[src/core/bpc_pkg.sv]
// What this block does
// - Sixteen-bit read-only received byte counter, reset zero.
// - Lock writes freeze the readable byte count.
// - Count mode zero: byte counter saturates.
// - Eight-bit read-only error byte counter.
// - Count mode zero: error counter saturates.
// - Bit 10 flags packet counter overflow.
// - Bit 9 flags byte counter overflow.
// - Overflow flags stay until clear write.
// - Writing bit 0 locks counters, no clear.
// - Writing bit 1 locks then clears counters.
// - Packet payload length equals length register.
// - Thirteen preamble nibbles five, then SFD.
// - Gap field sets idle between packets.
// - Gap equals four bytes per field step.
package bpc_pkg;

	// ----------------------------------------
	// Register indices; byte address is index times four.
	// ----------------------------------------
	localparam int         ADDR_W       = 10;
	localparam logic [7:0] IDX_BYTE_CNT = 8'h71;
	localparam logic [7:0] IDX_ERR_STS  = 8'h72;
	localparam logic [7:0] IDX_PKT_LEN  = 8'h7B;
	localparam logic [7:0] IDX_GAP_LEN  = 8'h7C;
	localparam logic [7:0] IDX_CTRL     = 8'h80;
	localparam logic [7:0] IDX_IRQ_STS  = 8'h81;
	localparam logic [7:0] IDX_IRQ_MASK = 8'h82;

	// ----------------------------------------
	// Field positions.
	// ----------------------------------------
	localparam int STS_LOCK_BIT     = 0;
	localparam int STS_CLEAR_BIT    = 1;
	localparam int STS_BYTE_OVF_BIT = 9;
	localparam int STS_PKT_OVF_BIT  = 10;
	localparam int CTRL_GEN_EN_BIT  = 0;
	localparam int CTRL_MODE_BIT    = 1;
	localparam int IRQ_ERR_BIT      = 0;
	localparam int IRQ_BYTE_OVF_BIT = 1;
	localparam int IRQ_PKT_OVF_BIT  = 2;
	localparam int IRQ_PKT_SENT_BIT = 3;
	localparam int IRQ_W            = 4;

	// ----------------------------------------
	// Reset values.
	// ----------------------------------------
	localparam logic [15:0] BYTE_CNT_RST = 16'h0000;
	localparam logic [7:0]  ERR_CNT_RST  = 8'h00;
	localparam logic [15:0] PKT_LEN_RST  = 16'h05DC;
	localparam logic [7:0]  GAP_LEN_RST  = 8'h7D;
	localparam logic [1:0]  CTRL_RST     = 2'h0;
	localparam logic [3:0]  IRQ_MASK_RST = 4'h0;

	// ----------------------------------------
	// Frame format and sequence constants.
	// ----------------------------------------
	localparam int          PRE_NIBBLES    = 13;
	localparam logic [3:0]  PRE_NIB        = 4'h5;
	localparam logic [7:0]  SFD_BYTE       = 8'hD5;
	localparam int          GAP_UNIT_BYTES = 4;
	localparam int          NIB_PER_BYTE   = 2;
	localparam logic [14:0] PRBS_SEED      = 15'h7FFF;

	// One nibble of the test stream with its enable.
	typedef struct packed {
		logic       en;
		logic [3:0] nib;
	} bpc_nib_s;

	// Generator sequence states.
	typedef enum logic [2:0] {
		GEN_IDLE = 3'b000,
		GEN_PRE  = 3'b001,
		GEN_SFD  = 3'b010,
		GEN_PAY  = 3'b011,
		GEN_GAP  = 3'b100
	} bpc_gen_e;

	// Byte address of a register index.
	function automatic logic [ADDR_W-1:0] byte_addr(input logic [7:0] idx);
		return {idx, 2'b00};
	endfunction

endpackage

[src/core/bpc_top.sv]
`timescale 1ns/1ps
module bpc_top (
	input  wire logic                       I_MCLK,
	input  wire logic                       I_RST,
	input  wire logic [bpc_pkg::ADDR_W-1:0] I_AVS_ADDRESS,
	input  wire logic                       I_AVS_READ,
	input  wire logic                       I_AVS_WRITE,
	input  wire logic [31:0]                I_AVS_WRITEDATA,
	input  wire logic [3:0]                 I_AVS_BYTEENABLE,
	output logic [31:0]                     O_AVS_READDATA,
	output logic                            O_AVS_WAITREQUEST,
	input  wire bpc_pkg::bpc_nib_s          I_RX,
	output bpc_pkg::bpc_nib_s               O_TX,
	output logic                            O_IRQ
);
	import bpc_pkg::*;

	localparam logic [16:0] PRE_LAST = 17'(PRE_NIBBLES - 1);
	localparam logic [16:0] SFD_LAST = 17'(NIB_PER_BYTE - 1);
	localparam logic [16:0] GAP_MUL  = 17'(GAP_UNIT_BYTES * NIB_PER_BYTE);

	// Counter step: returns overflow hit and next value.
	function automatic logic [16:0] bump(input logic [15:0] cur, input logic [15:0] top,
		input logic inc, input logic sat);
		logic [16:0] r;
		r = {1'b0, cur};
		if (inc && cur == top) begin
			r = {1'b1, sat ? top : 16'h0000};
		end else if (inc) begin
			r = {1'b0, 16'(cur + 16'h0001)};
		end
		return r;
	endfunction

	// ----------------------------------------
	// Bus slave
	// ----------------------------------------
	logic        ack_r;
	logic        req;
	logic        wr_go;
	logic [31:0] rd_val;
	logic [31:0] rdata_r;
	logic [15:0] pkt_len_r;
	logic [7:0]  gap_r;
	logic [1:0]  ctrl_r;
	logic [3:0]  irq_mask_r;
	logic [3:0]  irq_sts_r;
	logic        irq_r;
	logic        lock_p;
	logic        clr_p;

	// Every access waits exactly one cycle.
	assign req               = I_AVS_READ | I_AVS_WRITE;
	assign O_AVS_WAITREQUEST = req & ~ack_r;
	assign wr_go             = I_AVS_WRITE & ack_r;
	assign O_AVS_READDATA    = rdata_r;

	// Acknowledge flop, high for the single answering cycle.
	always_ff @(posedge I_MCLK) begin
		if (I_RST) begin
			ack_r <= 1'b0;
		end else begin
			ack_r <= req & ~ack_r;
		end
	end

	// Lock and clear strobes from writes of ones to the low status bits.
	assign lock_p = wr_go && I_AVS_ADDRESS == byte_addr(IDX_ERR_STS) && I_AVS_BYTEENABLE[0]
		&& (I_AVS_WRITEDATA[STS_LOCK_BIT] || I_AVS_WRITEDATA[STS_CLEAR_BIT]);
	assign clr_p  = lock_p && I_AVS_WRITEDATA[STS_CLEAR_BIT];

	// Software-written configuration registers.
	always_ff @(posedge I_MCLK) begin
		if (I_RST) begin
			pkt_len_r  <= PKT_LEN_RST;
			gap_r      <= GAP_LEN_RST;
			ctrl_r     <= CTRL_RST;
			irq_mask_r <= IRQ_MASK_RST;
		end else if (wr_go) begin
			if (I_AVS_ADDRESS == byte_addr(IDX_PKT_LEN)) begin
				if (I_AVS_BYTEENABLE[0]) pkt_len_r[7:0] <= I_AVS_WRITEDATA[7:0];
				if (I_AVS_BYTEENABLE[1]) pkt_len_r[15:8] <= I_AVS_WRITEDATA[15:8];
			end
			if (I_AVS_ADDRESS == byte_addr(IDX_GAP_LEN) && I_AVS_BYTEENABLE[0]) begin
				gap_r <= I_AVS_WRITEDATA[7:0];
			end
			if (I_AVS_ADDRESS == byte_addr(IDX_CTRL) && I_AVS_BYTEENABLE[0]) begin
				ctrl_r <= I_AVS_WRITEDATA[1:0];
			end
			if (I_AVS_ADDRESS == byte_addr(IDX_IRQ_MASK) && I_AVS_BYTEENABLE[0]) begin
				irq_mask_r <= I_AVS_WRITEDATA[3:0];
			end
		end
	end

	// ----------------------------------------
	// Checker front end
	// ----------------------------------------
	logic       sync_r;
	logic       half_r;
	logic [3:0] lo_r;
	logic [3:0] prev_r;
	logic       byte_vld;
	logic [7:0] rx_byte;
	logic [7:0] chk_byte;
	logic       err_hit;
	logic       frame_end;

	// Hunts the SFD, then pairs nibbles low first into bytes.
	always_ff @(posedge I_MCLK) begin
		if (I_RST || !I_RX.en) begin
			sync_r <= 1'b0;
			half_r <= 1'b0;
		end else if (!sync_r) begin
			sync_r <= I_RX.nib == SFD_BYTE[7:4] && prev_r == SFD_BYTE[3:0];
			half_r <= 1'b0;
		end else begin
			half_r <= ~half_r;
		end
	end

	// Nibble history for SFD detection and byte pairing.
	always_ff @(posedge I_MCLK) begin
		if (I_RST) begin
			prev_r <= 4'h0;
			lo_r   <= 4'h0;
		end else begin
			prev_r <= I_RX.nib;
			if (!half_r) lo_r <= I_RX.nib;
		end
	end

	assign byte_vld  = I_RX.en & sync_r & half_r;
	assign rx_byte   = {I_RX.nib, lo_r};
	assign err_hit   = byte_vld && rx_byte != chk_byte;
	assign frame_end = sync_r & ~I_RX.en;

	// Local copy of the sequence, restarted by a counter clear.
	bpc_prbs_byte u_chk_prbs (
		.i_clk     (I_MCLK),
		.i_rst     (I_RST),
		.i_restart (clr_p),
		.i_advance (byte_vld),
		.o_byte    (chk_byte)
	);

	// ----------------------------------------
	// Checker counters
	// ----------------------------------------
	logic [15:0] byte_cnt_r;
	logic [7:0]  err_cnt_r;
	logic [15:0] pkt_cnt_r;
	logic [15:0] rd_byte_r;
	logic [7:0]  rd_err_r;
	logic        byte_ovf_r;
	logic        pkt_ovf_r;
	logic [16:0] byte_nxt;
	logic [16:0] err_nxt;
	logic [16:0] pkt_nxt;
	logic        sat;

	// Mode zero saturates, any other mode wraps.
	assign sat = ~ctrl_r[CTRL_MODE_BIT];

	// Next counter values with overflow hits.
	always_comb begin
		byte_nxt = bump(byte_cnt_r, 16'hFFFF, byte_vld, sat);
		err_nxt  = bump({8'h00, err_cnt_r}, 16'h00FF, err_hit, sat);
		pkt_nxt  = bump(pkt_cnt_r, 16'hFFFF, frame_end, sat);
	end

	// Live counters, restarted from zero by a clear strobe.
	always_ff @(posedge I_MCLK) begin
		if (I_RST || clr_p) begin
			byte_cnt_r <= BYTE_CNT_RST;
			err_cnt_r  <= ERR_CNT_RST;
			pkt_cnt_r  <= 16'h0000;
		end else begin
			byte_cnt_r <= byte_nxt[15:0];
			err_cnt_r  <= err_nxt[7:0];
			pkt_cnt_r  <= pkt_nxt[15:0];
		end
	end

	// Sticky overflow flags; a new overflow wins over a clear.
	always_ff @(posedge I_MCLK) begin
		if (I_RST) begin
			byte_ovf_r <= 1'b0;
			pkt_ovf_r  <= 1'b0;
		end else begin
			byte_ovf_r <= byte_nxt[16] | (byte_ovf_r & ~clr_p);
			pkt_ovf_r  <= pkt_nxt[16] | (pkt_ovf_r & ~clr_p);
		end
	end

	// Readable snapshots, loaded only by a lock strobe.
	always_ff @(posedge I_MCLK) begin
		if (I_RST) begin
			rd_byte_r <= BYTE_CNT_RST;
			rd_err_r  <= ERR_CNT_RST;
		end else if (lock_p) begin
			rd_byte_r <= byte_cnt_r;
			rd_err_r  <= err_cnt_r;
		end
	end

	// ----------------------------------------
	// Generator
	// ----------------------------------------
	bpc_gen_e    state_r;
	logic [16:0] cnt_r;
	logic [15:0] len_lat_r;
	logic [7:0]  gap_lat_r;
	logic [7:0]  gen_byte;
	logic        gen_go;
	logic        pay_last;
	logic        gap_last;
	logic        pkt_sent;
	bpc_nib_s    tx_r;

	assign gen_go   = ctrl_r[CTRL_GEN_EN_BIT] && pkt_len_r != 16'h0000;
	assign pay_last = cnt_r == 17'({len_lat_r, 1'b0} - 17'h00001);
	assign gap_last = cnt_r == 17'(17'(gap_lat_r) * GAP_MUL - 17'h00001);
	assign pkt_sent = state_r == GEN_PAY && pay_last;

	// Sequence of preamble, SFD, payload and gap; length and gap latched per packet.
	always_ff @(posedge I_MCLK) begin
		if (I_RST) begin
			state_r   <= GEN_IDLE;
			cnt_r     <= 17'h00000;
			len_lat_r <= PKT_LEN_RST;
			gap_lat_r <= GAP_LEN_RST;
		end else begin
			cnt_r <= 17'(cnt_r + 17'h00001);
			case (state_r)
				GEN_IDLE: begin
					cnt_r <= 17'h00000;
					if (gen_go) begin
						state_r   <= GEN_PRE;
						len_lat_r <= pkt_len_r;
						gap_lat_r <= gap_r;
					end
				end
				GEN_PRE: begin
					if (cnt_r == PRE_LAST) begin
						state_r <= GEN_SFD;
						cnt_r   <= 17'h00000;
					end
				end
				GEN_SFD: begin
					if (cnt_r == SFD_LAST) begin
						state_r <= GEN_PAY;
						cnt_r   <= 17'h00000;
					end
				end
				GEN_PAY: begin
					if (pay_last) begin
						cnt_r <= 17'h00000;
						if (gap_lat_r != 8'h00) begin
							state_r <= GEN_GAP;
						end else begin
							state_r   <= gen_go ? GEN_PRE : GEN_IDLE;
							len_lat_r <= pkt_len_r;
							gap_lat_r <= gap_r;
						end
					end
				end
				GEN_GAP: begin
					if (gap_last) begin
						cnt_r     <= 17'h00000;
						state_r   <= gen_go ? GEN_PRE : GEN_IDLE;
						len_lat_r <= pkt_len_r;
						gap_lat_r <= gap_r;
					end
				end
				default: begin
					state_r <= GEN_IDLE;
				end
			endcase
		end
	end

	// Free-running payload sequence, advanced after each high nibble.
	bpc_prbs_byte u_gen_prbs (
		.i_clk     (I_MCLK),
		.i_rst     (I_RST),
		.i_restart (1'b0),
		.i_advance (state_r == GEN_PAY && cnt_r[0]),
		.o_byte    (gen_byte)
	);

	// Registered nibble output, low nibble of each byte first.
	always_ff @(posedge I_MCLK) begin
		if (I_RST) begin
			tx_r <= '0;
		end else begin
			case (state_r)
				GEN_PRE: tx_r <= '{en: 1'b1, nib: PRE_NIB};
				GEN_SFD: tx_r <= '{en: 1'b1, nib: cnt_r[0] ? SFD_BYTE[7:4] : SFD_BYTE[3:0]};
				GEN_PAY: tx_r <= '{en: 1'b1, nib: cnt_r[0] ? gen_byte[7:4] : gen_byte[3:0]};
				default: tx_r <= '0;
			endcase
		end
	end
	assign O_TX = tx_r;

	// ----------------------------------------
	// Interrupts and read data
	// ----------------------------------------
	logic [3:0] irq_ev;
	logic [3:0] irq_w1c;

	assign irq_ev = {pkt_sent, pkt_nxt[16], byte_nxt[16], err_hit};
	assign irq_w1c = (wr_go && I_AVS_ADDRESS == byte_addr(IDX_IRQ_STS) && I_AVS_BYTEENABLE[0])
		? I_AVS_WRITEDATA[3:0] : 4'h0;

	// Sticky event bits, set wins over a write of one.
	always_ff @(posedge I_MCLK) begin
		if (I_RST) begin
			irq_sts_r <= 4'h0;
			irq_r     <= 1'b0;
		end else begin
			irq_sts_r <= irq_ev | (irq_sts_r & ~irq_w1c);
			irq_r     <= |(irq_sts_r & irq_mask_r);
		end
	end
	assign O_IRQ = irq_r;

	// Read mux; reserved bits and unmapped addresses read zero.
	always_comb begin
		rd_val = 32'h0000_0000;
		case (I_AVS_ADDRESS)
			byte_addr(IDX_BYTE_CNT): rd_val[15:0] = rd_byte_r;
			byte_addr(IDX_ERR_STS): begin
				rd_val[7:0]             = rd_err_r;
				rd_val[STS_BYTE_OVF_BIT] = byte_ovf_r;
				rd_val[STS_PKT_OVF_BIT]  = pkt_ovf_r;
			end
			byte_addr(IDX_PKT_LEN):  rd_val[15:0] = pkt_len_r;
			byte_addr(IDX_GAP_LEN):  rd_val[7:0] = gap_r;
			byte_addr(IDX_CTRL):     rd_val[1:0] = ctrl_r;
			byte_addr(IDX_IRQ_STS):  rd_val[3:0] = irq_sts_r;
			byte_addr(IDX_IRQ_MASK): rd_val[3:0] = irq_mask_r;
			default:                 rd_val = 32'h0000_0000;
		endcase
	end

	// Read data captured in the waiting cycle, stands at the answering edge.
	always_ff @(posedge I_MCLK) begin
		if (I_RST) begin
			rdata_r <= 32'h0000_0000;
		end else if (I_AVS_READ && !ack_r) begin
			rdata_r <= rd_val;
		end
	end

	// ----------------------------------------
	// Checks
	// ----------------------------------------
	logic [16:0] pay_n;
	logic [16:0] gap_n;

	// Cycle counts of the payload and gap states.
	always_ff @(posedge I_MCLK) begin
		if (I_RST) begin
			pay_n <= 17'h00000;
			gap_n <= 17'h00000;
		end else begin
			pay_n <= state_r == GEN_PAY ? 17'(pay_n + 17'h00001) : 17'h00000;
			gap_n <= state_r == GEN_GAP ? 17'(gap_n + 17'h00001) : 17'h00000;
		end
	end
endmodule

[src/core/bpc_prbs_byte.sv]
`timescale 1ns/1ps
module bpc_prbs_byte (
	input  wire logic       i_clk,
	input  wire logic       i_rst,
	input  wire logic       i_restart,
	input  wire logic       i_advance,
	output logic [7:0]      o_byte
);
	import bpc_pkg::*;

	logic [14:0] lfsr_r;

	// Steps the x^15 + x^14 + 1 sequence by eight bits.
	function automatic logic [14:0] step8(input logic [14:0] s);
		logic [14:0] t;
		t = s;
		for (int i = 0; i < 8; i++) begin
			t = {t[13:0], t[14] ^ t[13]};
		end
		return t;
	endfunction

	// ----------------------------------------
	// Sequence register; restart wins over advance.
	// ----------------------------------------
	always_ff @(posedge i_clk) begin
		if (i_rst || i_restart) begin
			lfsr_r <= PRBS_SEED;
		end else if (i_advance) begin
			lfsr_r <= step8(lfsr_r);
		end
	end

	// The current byte comes straight from the register.
	assign o_byte = lfsr_r[7:0];

endmodule

[config.mk]
export PLATFORM = sky130hd
export DESIGN_NAME = bpc_top
export DESIGN_NICKNAME = d
export VERILOG_FILES = /design/src/core/bpc_pkg.sv /design/src/core/bpc_top.sv /design/src/core/bpc_prbs_byte.sv
export SDC_FILE = /design/constraint.sdc
export NUM_CORES = 1
export LEC_CHECK = 0
export ABC_AREA = 1
export ABC_CLOCK_PERIOD_IN_PS = 6500
export BUFFER_PORTS_ARGS = -buffer_cell sky130_fd_sc_hd__clkbuf_2
export CORE_ASPECT_RATIO = 0.6
export CORE_MARGIN = 8
export CORE_UTILIZATION = 55
export CTS_BUF_LIST = sky130_fd_sc_hd__clkbuf_4
export CTS_CLUSTER_DIAMETER = 200
export DETAILED_ROUTE_END_ITERATION = 10
export GPL_ROUTABILITY_DRIVEN = 0
export PLACE_DENSITY_LB_ADDON = 0.05
export SLEW_MARGIN = 20
export SYNTH_ARGS = -nofsm -noshare
export SYNTH_HDL_FRONTEND = slang
export SYNTH_SLANG_ARGS = --single-unit
[constraint.sdc]
create_clock -name I_MCLK -period 6.5 [get_ports I_MCLK]
set_input_delay 0.325 -clock I_MCLK [delete_from_list [all_inputs] [get_ports I_MCLK]]
set_output_delay 0.325 -clock I_MCLK [all_outputs]
set_load 0.01 [all_outputs]
---- Word-level counts from Yosys, hierarchy flattened ----
Index checks and enable logic that the tools add are counted.
storage, ports and cells
  register bits after elaboration ......... 207
  logic and storage cells ................. 177
operators by class
  bitwise operators ....................... 35
  mux-type cells .......................... 42
  add/subtract/negate cells ............... 6
  equal/unequal tests ..................... 27
  reductions and logical operators ........ 39
operators by type and width
  operator                 count
  $mux W16                 7
  $mux W17                 6
  $pmux W17 S5             1
  $mux W8                  7
  $pmux W16 S3             1
  $eq A10 B9 Y1 const B    4
  $eq A17 B17 Y1           2
  $add A16 B1 Y16 const B  2
  $eq A16 B16 Y1 const B   2
  $eq A10 B10 Y1 const B   3
  $pmux W8 S3              1
  $logic_and A1 B1 Y1      18
  $mux W3                  6
  $add A17 B1 Y17 const B  1
  $eq A17 B1 Y1 const B    1
  $eq A17 B4 Y1 const B    1
  $sub A17 B1 Y17 const B  1
  $pmux W4 S4              1
  $reduce_bool A16 Y1      1
  $xor A1 B1 Y1            16
  $pmux W3 S5              1
  $pmux W5 S3              1
  $pmux W2 S7              1
  $mux W4                  3
  32 further kinds         61

---- Depth between registers and ports, before layout ----
  word-level depth ........................ 8
  depth in mapped cells ................... 19

---- Hierarchy ----
Synthesis repeated with hierarchy kept, for this count alone.
unflattened totals
  cell total of the unflattened synthesis .. 1,536
  area total of the unflattened synthesis .. 10,735.3 um^2
modules (own cells, without submodules)
  module         cells an instance  sequential area each (um^2)  area each (um^2)  instances
  bpc_top        1,310              3,543.4                      9,263.9           1
  bpc_prbs_byte  113                300.3                        735.7             2

---- Least setup slack after synthesis ----
OpenSTA, ideal clock, no wires.
  path kind ............................... register -> register
  from .................................... register len_lat_r[0]
  to ...................................... register cnt_r[8]
  path slack .............................. 4.478 ns
  arrival time ............................ 1.915 ns
  clock period less this slack ............ 2.022 ns
  cell stages (with the launch flop) ...... 18
  cells stage by stage .................... dfxtp_1 > inv_2 > ha_1 > nand3_4 > nor2_2 > nand2_1 > nand2_1 > inv_1 > nor2_1 > nand2_1 > nor2_2 > nand2_2 > nand2_4 > and2_4 > nand3_4 > buf_6 > nand2_2 > inv_2
on the way
  cells in the longest elaborated chain, start to end .. 4
ends and longest elaborated chain
  what                    RTL line        source
  from (decl)             bpc_top.sv:212  logic [15:0] len_lat_r;
  from (signal assigned)  bpc_top.sv:240  len_lat_r <= pkt_len_r;
  from (signal assigned)  bpc_top.sv:263  len_lat_r <= pkt_len_r;
  from (signal assigned)  bpc_top.sv:272  len_lat_r <= pkt_len_r;
  $sub A17 B1 Y17         bpc_top.sv:222  assign pay_last = cnt_r == 17'({len_lat_r, 1'b0} - 17'h00001);
  $eq A17 B17 Y1          bpc_top.sv:222
  $mux W17                bpc_top.sv:257  if (pay_last) begin
  $pmux W17 S5            bpc_top.sv:235  case (state_r)
  to (signal assigned)    bpc_top.sv:234  cnt_r <= 17'(cnt_r + 17'h00001);
  to (decl)               bpc_top.sv:211  logic [16:0] cnt_r;
No other way between the ends.
A chain may end at the register's enable or synchronous reset.

---- Worst setup path after layout ----
  from .................................... register pkt_len_r[5]
  to ...................................... register len_lat_r[13]
on the way
  cells in the longest elaborated chain, start to end .. 4
ends and longest elaborated chain
  what                                RTL line        source
  from (decl)                         bpc_top.sv:43   logic [15:0] pkt_len_r;
  from (signal assigned)              bpc_top.sv:81   if (I_AVS_BYTEENABLE[0]) pkt_len_r[7:0] <= I_AVS_WRITEDATA[7:0];
  $reduce_bool A16 Y1                 bpc_top.sv:221  assign gen_go = ctrl_r[CTRL_GEN_EN_BIT] && pkt_len_r != 16'h0000;
  $logic_and A1 B1 Y1                 bpc_top.sv:221
  $ne A2 B2 Y1 (no source line)       n/a
  $reduce_and A5 Y1 (no source line)  n/a
No other way between the ends.

==> flow_metrics.tcl <==
set metrics [dict create \
    timing.final.crit_share_pct 47.3 \
    final_area_sq_mm 0.0118 \
    via_per_inst 5.43 \
    dieArea_sq_mm 0.0239 \
    worstSkewPairLatency_ps 710 \
    synthArstFlopShare_pct 0 \
    yosysMostFrequentCell "nand2_1" \
    post-cts-setup-buffers 0 \
    sw_frac_of_total_pct 35.1 \
    post_synth_most_frequent_cells "nand2_1 (304), dfxtp_1 (207), inv_1 (184), nor2_1 (134), nand3_1 (106)" \
    n_fill_cell 1792 \
    antenna_violating_nets_post_route 0 \
    timing_worst_slew_pin_value_ps 1090 \
    report.final.slew_viol_count 0 \
    wire_per_inst_microns 16.0 \
    first_global_vias 8861 \
    synthDistinctLibCells 54 \
    post_cts_resized 0 \
    drc_errors 0 \
    die-width_microns 194 \
    skew_ps 27.6 \
    synth_area_leader_cell "dfxtp_1" \
    grt.total_usage_pct 24.3 \
    intPower_uw 2280 \
    start_kind "flop" \
    path_class "flop to flop" \
    antenna_found_initial 1 \
    combinationalPowerShare_pct 24.4 \
    area_contributors_post_synth "dfxtp_1 (40%), nand2_1 (11%), inv_1 (6.6%)" \
    period_minus_slack_ps 3080 \
    multi_input_area_sq_mm 0.00527 \
    cell_area_placed_sq_mm 0.0108 \
    root_buffer_selected_by_cts "clkbuf_4" \
    share_clk_of_total_power_pct 33.6 \
    place_hpwl_microns 21100 \
    cts_buffer_depth 3 \
    timing.fmax_ghz 0.325 \
    ys_ff_latch 207 \
    synth_top_cell_area_share_pct 39.6 \
    synth-warning-count 0 \
    htree_num_levels 2 \
    irDropWorstVdd_mv 0.204 \
    num-nets-final 1622 \
    synth_flop_cell "dfxtp_1" \
    status "finished, final reports clean" \
    seqPwrFrac_pct 42.0 \
    area.sequential_sq_mm 0.00414 \
    timing.slew.headroom_pct 27.4 \
    critical_path.endpoint_type "flop" \
    final.setup.tns_ps 0 \
    grt_start_max_net_pins 109 \
    rows 39 \
    net-switching-power_uw 1230 \
    netlist_area_sq_mm 0.0105 \
    rsz_0062_raised_after_global_routing "false" \
    worstHoldPathType "primary input to flop" \
    cp_data_required_time_ps 7080 \
    cts_sinks 207 \
    synth-edff-count 0 \
    areaGrowthSynthToFinish_pct 12.1 \
    clock_pin_slew_reported_for_the_worst_setup_and_hold_paths_after_clock_tree_synthesis_ps 70 \
    report.final.hold_viol_count 0 \
    pin_count 94 \
    synth_sequential_area_ratio_pct 39.6 \
    grt_first_pass_wirelength_microns 47200 \
    p_leak_uw 0.00537 \
    timing.hold.ws_ps 178 \
    synthesis.area_per_instance_sq_um 7.12 \
    layout-drive-gt1-share_pct 12.8 \
    fin_util_pct 62.4 \
    pwrdens_mw_per_mm2 299 \
    totalPowerFinal_uw 3520 \
    num_vias 9989 \
    routed_wirelength_microns 29500 \
    coreArea_sq_mm 0.0188 \
    drt-initial-drc-count 977 \
    cp_data_arrival_time_ps 3660 \
    grt_overflow_total 0 \
    initial_core_util_pct 55.6 \
    buffer_ports.inserted 59 \
    cap_violations 0 \
    synthCells 1472 \
    tritoncts_clock_tree "done" \
    cts-buffers-inserted 51 \
    crit_path_max_fanout 35 \
    firstDrtPassIters 6 \
    die-height_microns 123 \
    setup_viol 0 \
]
state kept, by name, summed over array words and instances (netlist names), 15 cells and up:
| register | cells |
|---|---|
| cnt_r | 17 |
| pkt_len_r | 16 |
| pkt_cnt_r | 16 |
| len_lat_r | 16 |
| rd_byte_r | 16 |
| O_AVS_READDATA | 16 |
| u_chk_prbs.lfsr_r | 15 |
| byte_cnt_r | 16 |
| u_gen_prbs.lfsr_r | 15 |
kinds of logic (layout without fill, tap and decap cells):
family,Yosys count,count (layout),share of synthesized area (%)
AOI/OAI and AO/OA,256,256,14.6
xor gates and xnor gates,64,64,5.35
adders and majority gates,8,8,0.955
buffers and inverters,274,381,10.8
DFF,207,207,39.6
other,1,17,0.0358
and+or+nand+nor,662,662,28.7
worst paths after layout:
check	startpoint	cells after the start	end	slack, ps
max	pkt_len_r[5]$_SDFFE_PP0P_	8	len_lat_r[13]$_SDFFE_PP0P_	3420
min	I_RST	3	prev_r[1]$_SDFF_PP0_	180
max reg2reg	pkt_len_r[5]$_SDFFE_PP0P_	8	len_lat_r[13]$_SDFFE_PP0P_	3420
min reg2reg	half_r$_SDFF_PP0_	1	half_r$_SDFF_PP0_	460
placed cells by master (no fill, tap or decap), types with 4 or more instances in the layout:
cell type | netlist | routed
a211oi_1 | 8 | 8
a21oi_1 | 89 | 89
a221oi_1 | 5 | 5
a31oi_1 | 10 | 10
buf_4 | 18 | 8
bufinv_16 | 0 | 4
clkbuf_2 | 0 | 59
clkbuf_4 | 0 | 65
clkinv_1 | 1 | 19
conb_1 | 1 | 16
dfxtp_1 | 207 | 207
dlygate4sd3_1 | 0 | 23
ha_1 | 8 | 8
inv_1 | 184 | 184
inv_2 | 18 | 18
nand2_1 | 304 | 304
nand2_2 | 16 | 16
nand3_1 | 106 | 106
nand4_1 | 39 | 39
nor2_1 | 134 | 134
nor2_2 | 9 | 9
nor3_1 | 20 | 20
nor4_1 | 9 | 9
o211ai_1 | 47 | 47
o21ai_0 | 77 | 77
or2_2 | 4 | 4
xnor2_1 | 21 | 21
xor2_1 | 43 | 43
final cells by class:
cell class                 count  area share [%]
antenna                        1          0.0213
clock buffer                  65            4.15
clock inverter                23            1.66
inverter                     203            6.48
multi-input combinational   1006            44.8
sequential                   207            35.3
tap                          246            2.62
timing repair buffer          90            4.98
power by group through the flow:
stage / registers (uW) / clock network [uW] / logic, uW
5_1_grt: 1490 / 1270 / 982
3_3_place_gp: 1500 / 0 / 814
4_1_cts: 1470 / 1210 / 849
2_1_floorplan: 1470 / 0 / 684
6_report: 1480 / 1180 / 858
3_5_place_dp: 1500 / 0 / 831
critical path, cell delays in order (launching register included):
cell and delay [ps]:
dfxtp_1 360, nor4_1 840, nand4_1 150, nand2_1 160, nand3_1 550, nand4_4 660, nand2_1 100, nand2_1 80
nor2_1 50
metrics by stage:
stage,worst slack [ps],std cells
floorplan,4480,1487
global placement,3370,1729
detailed placement,3600,1729
CTS,3600,1840
global route,3180,1841
finish,3420,1841
timing repair:
item | 4_1_cts | 5_1_grt
hold buffers | 23 | 0
hold endpoints to repair | 38 | 0
endpoints found under the setup margin | 0 | 0
per-layer routing:
| layer | track usage, % | wire [microns] | vias to the layer above |
|---|---|---|---|
| met1 | 38.1 | 15300 | 4562 |
| met5 | 0 | 0 | - |
| met3 | 6.22 | 2890 | 37 |
| met4 | 6.08 | 357 | 0 |
| li1 | - | - | 4994 |
| met2 | 31.7 | 10900 | 396 |
Note: power is estimated with default switching activity, not from simulation.
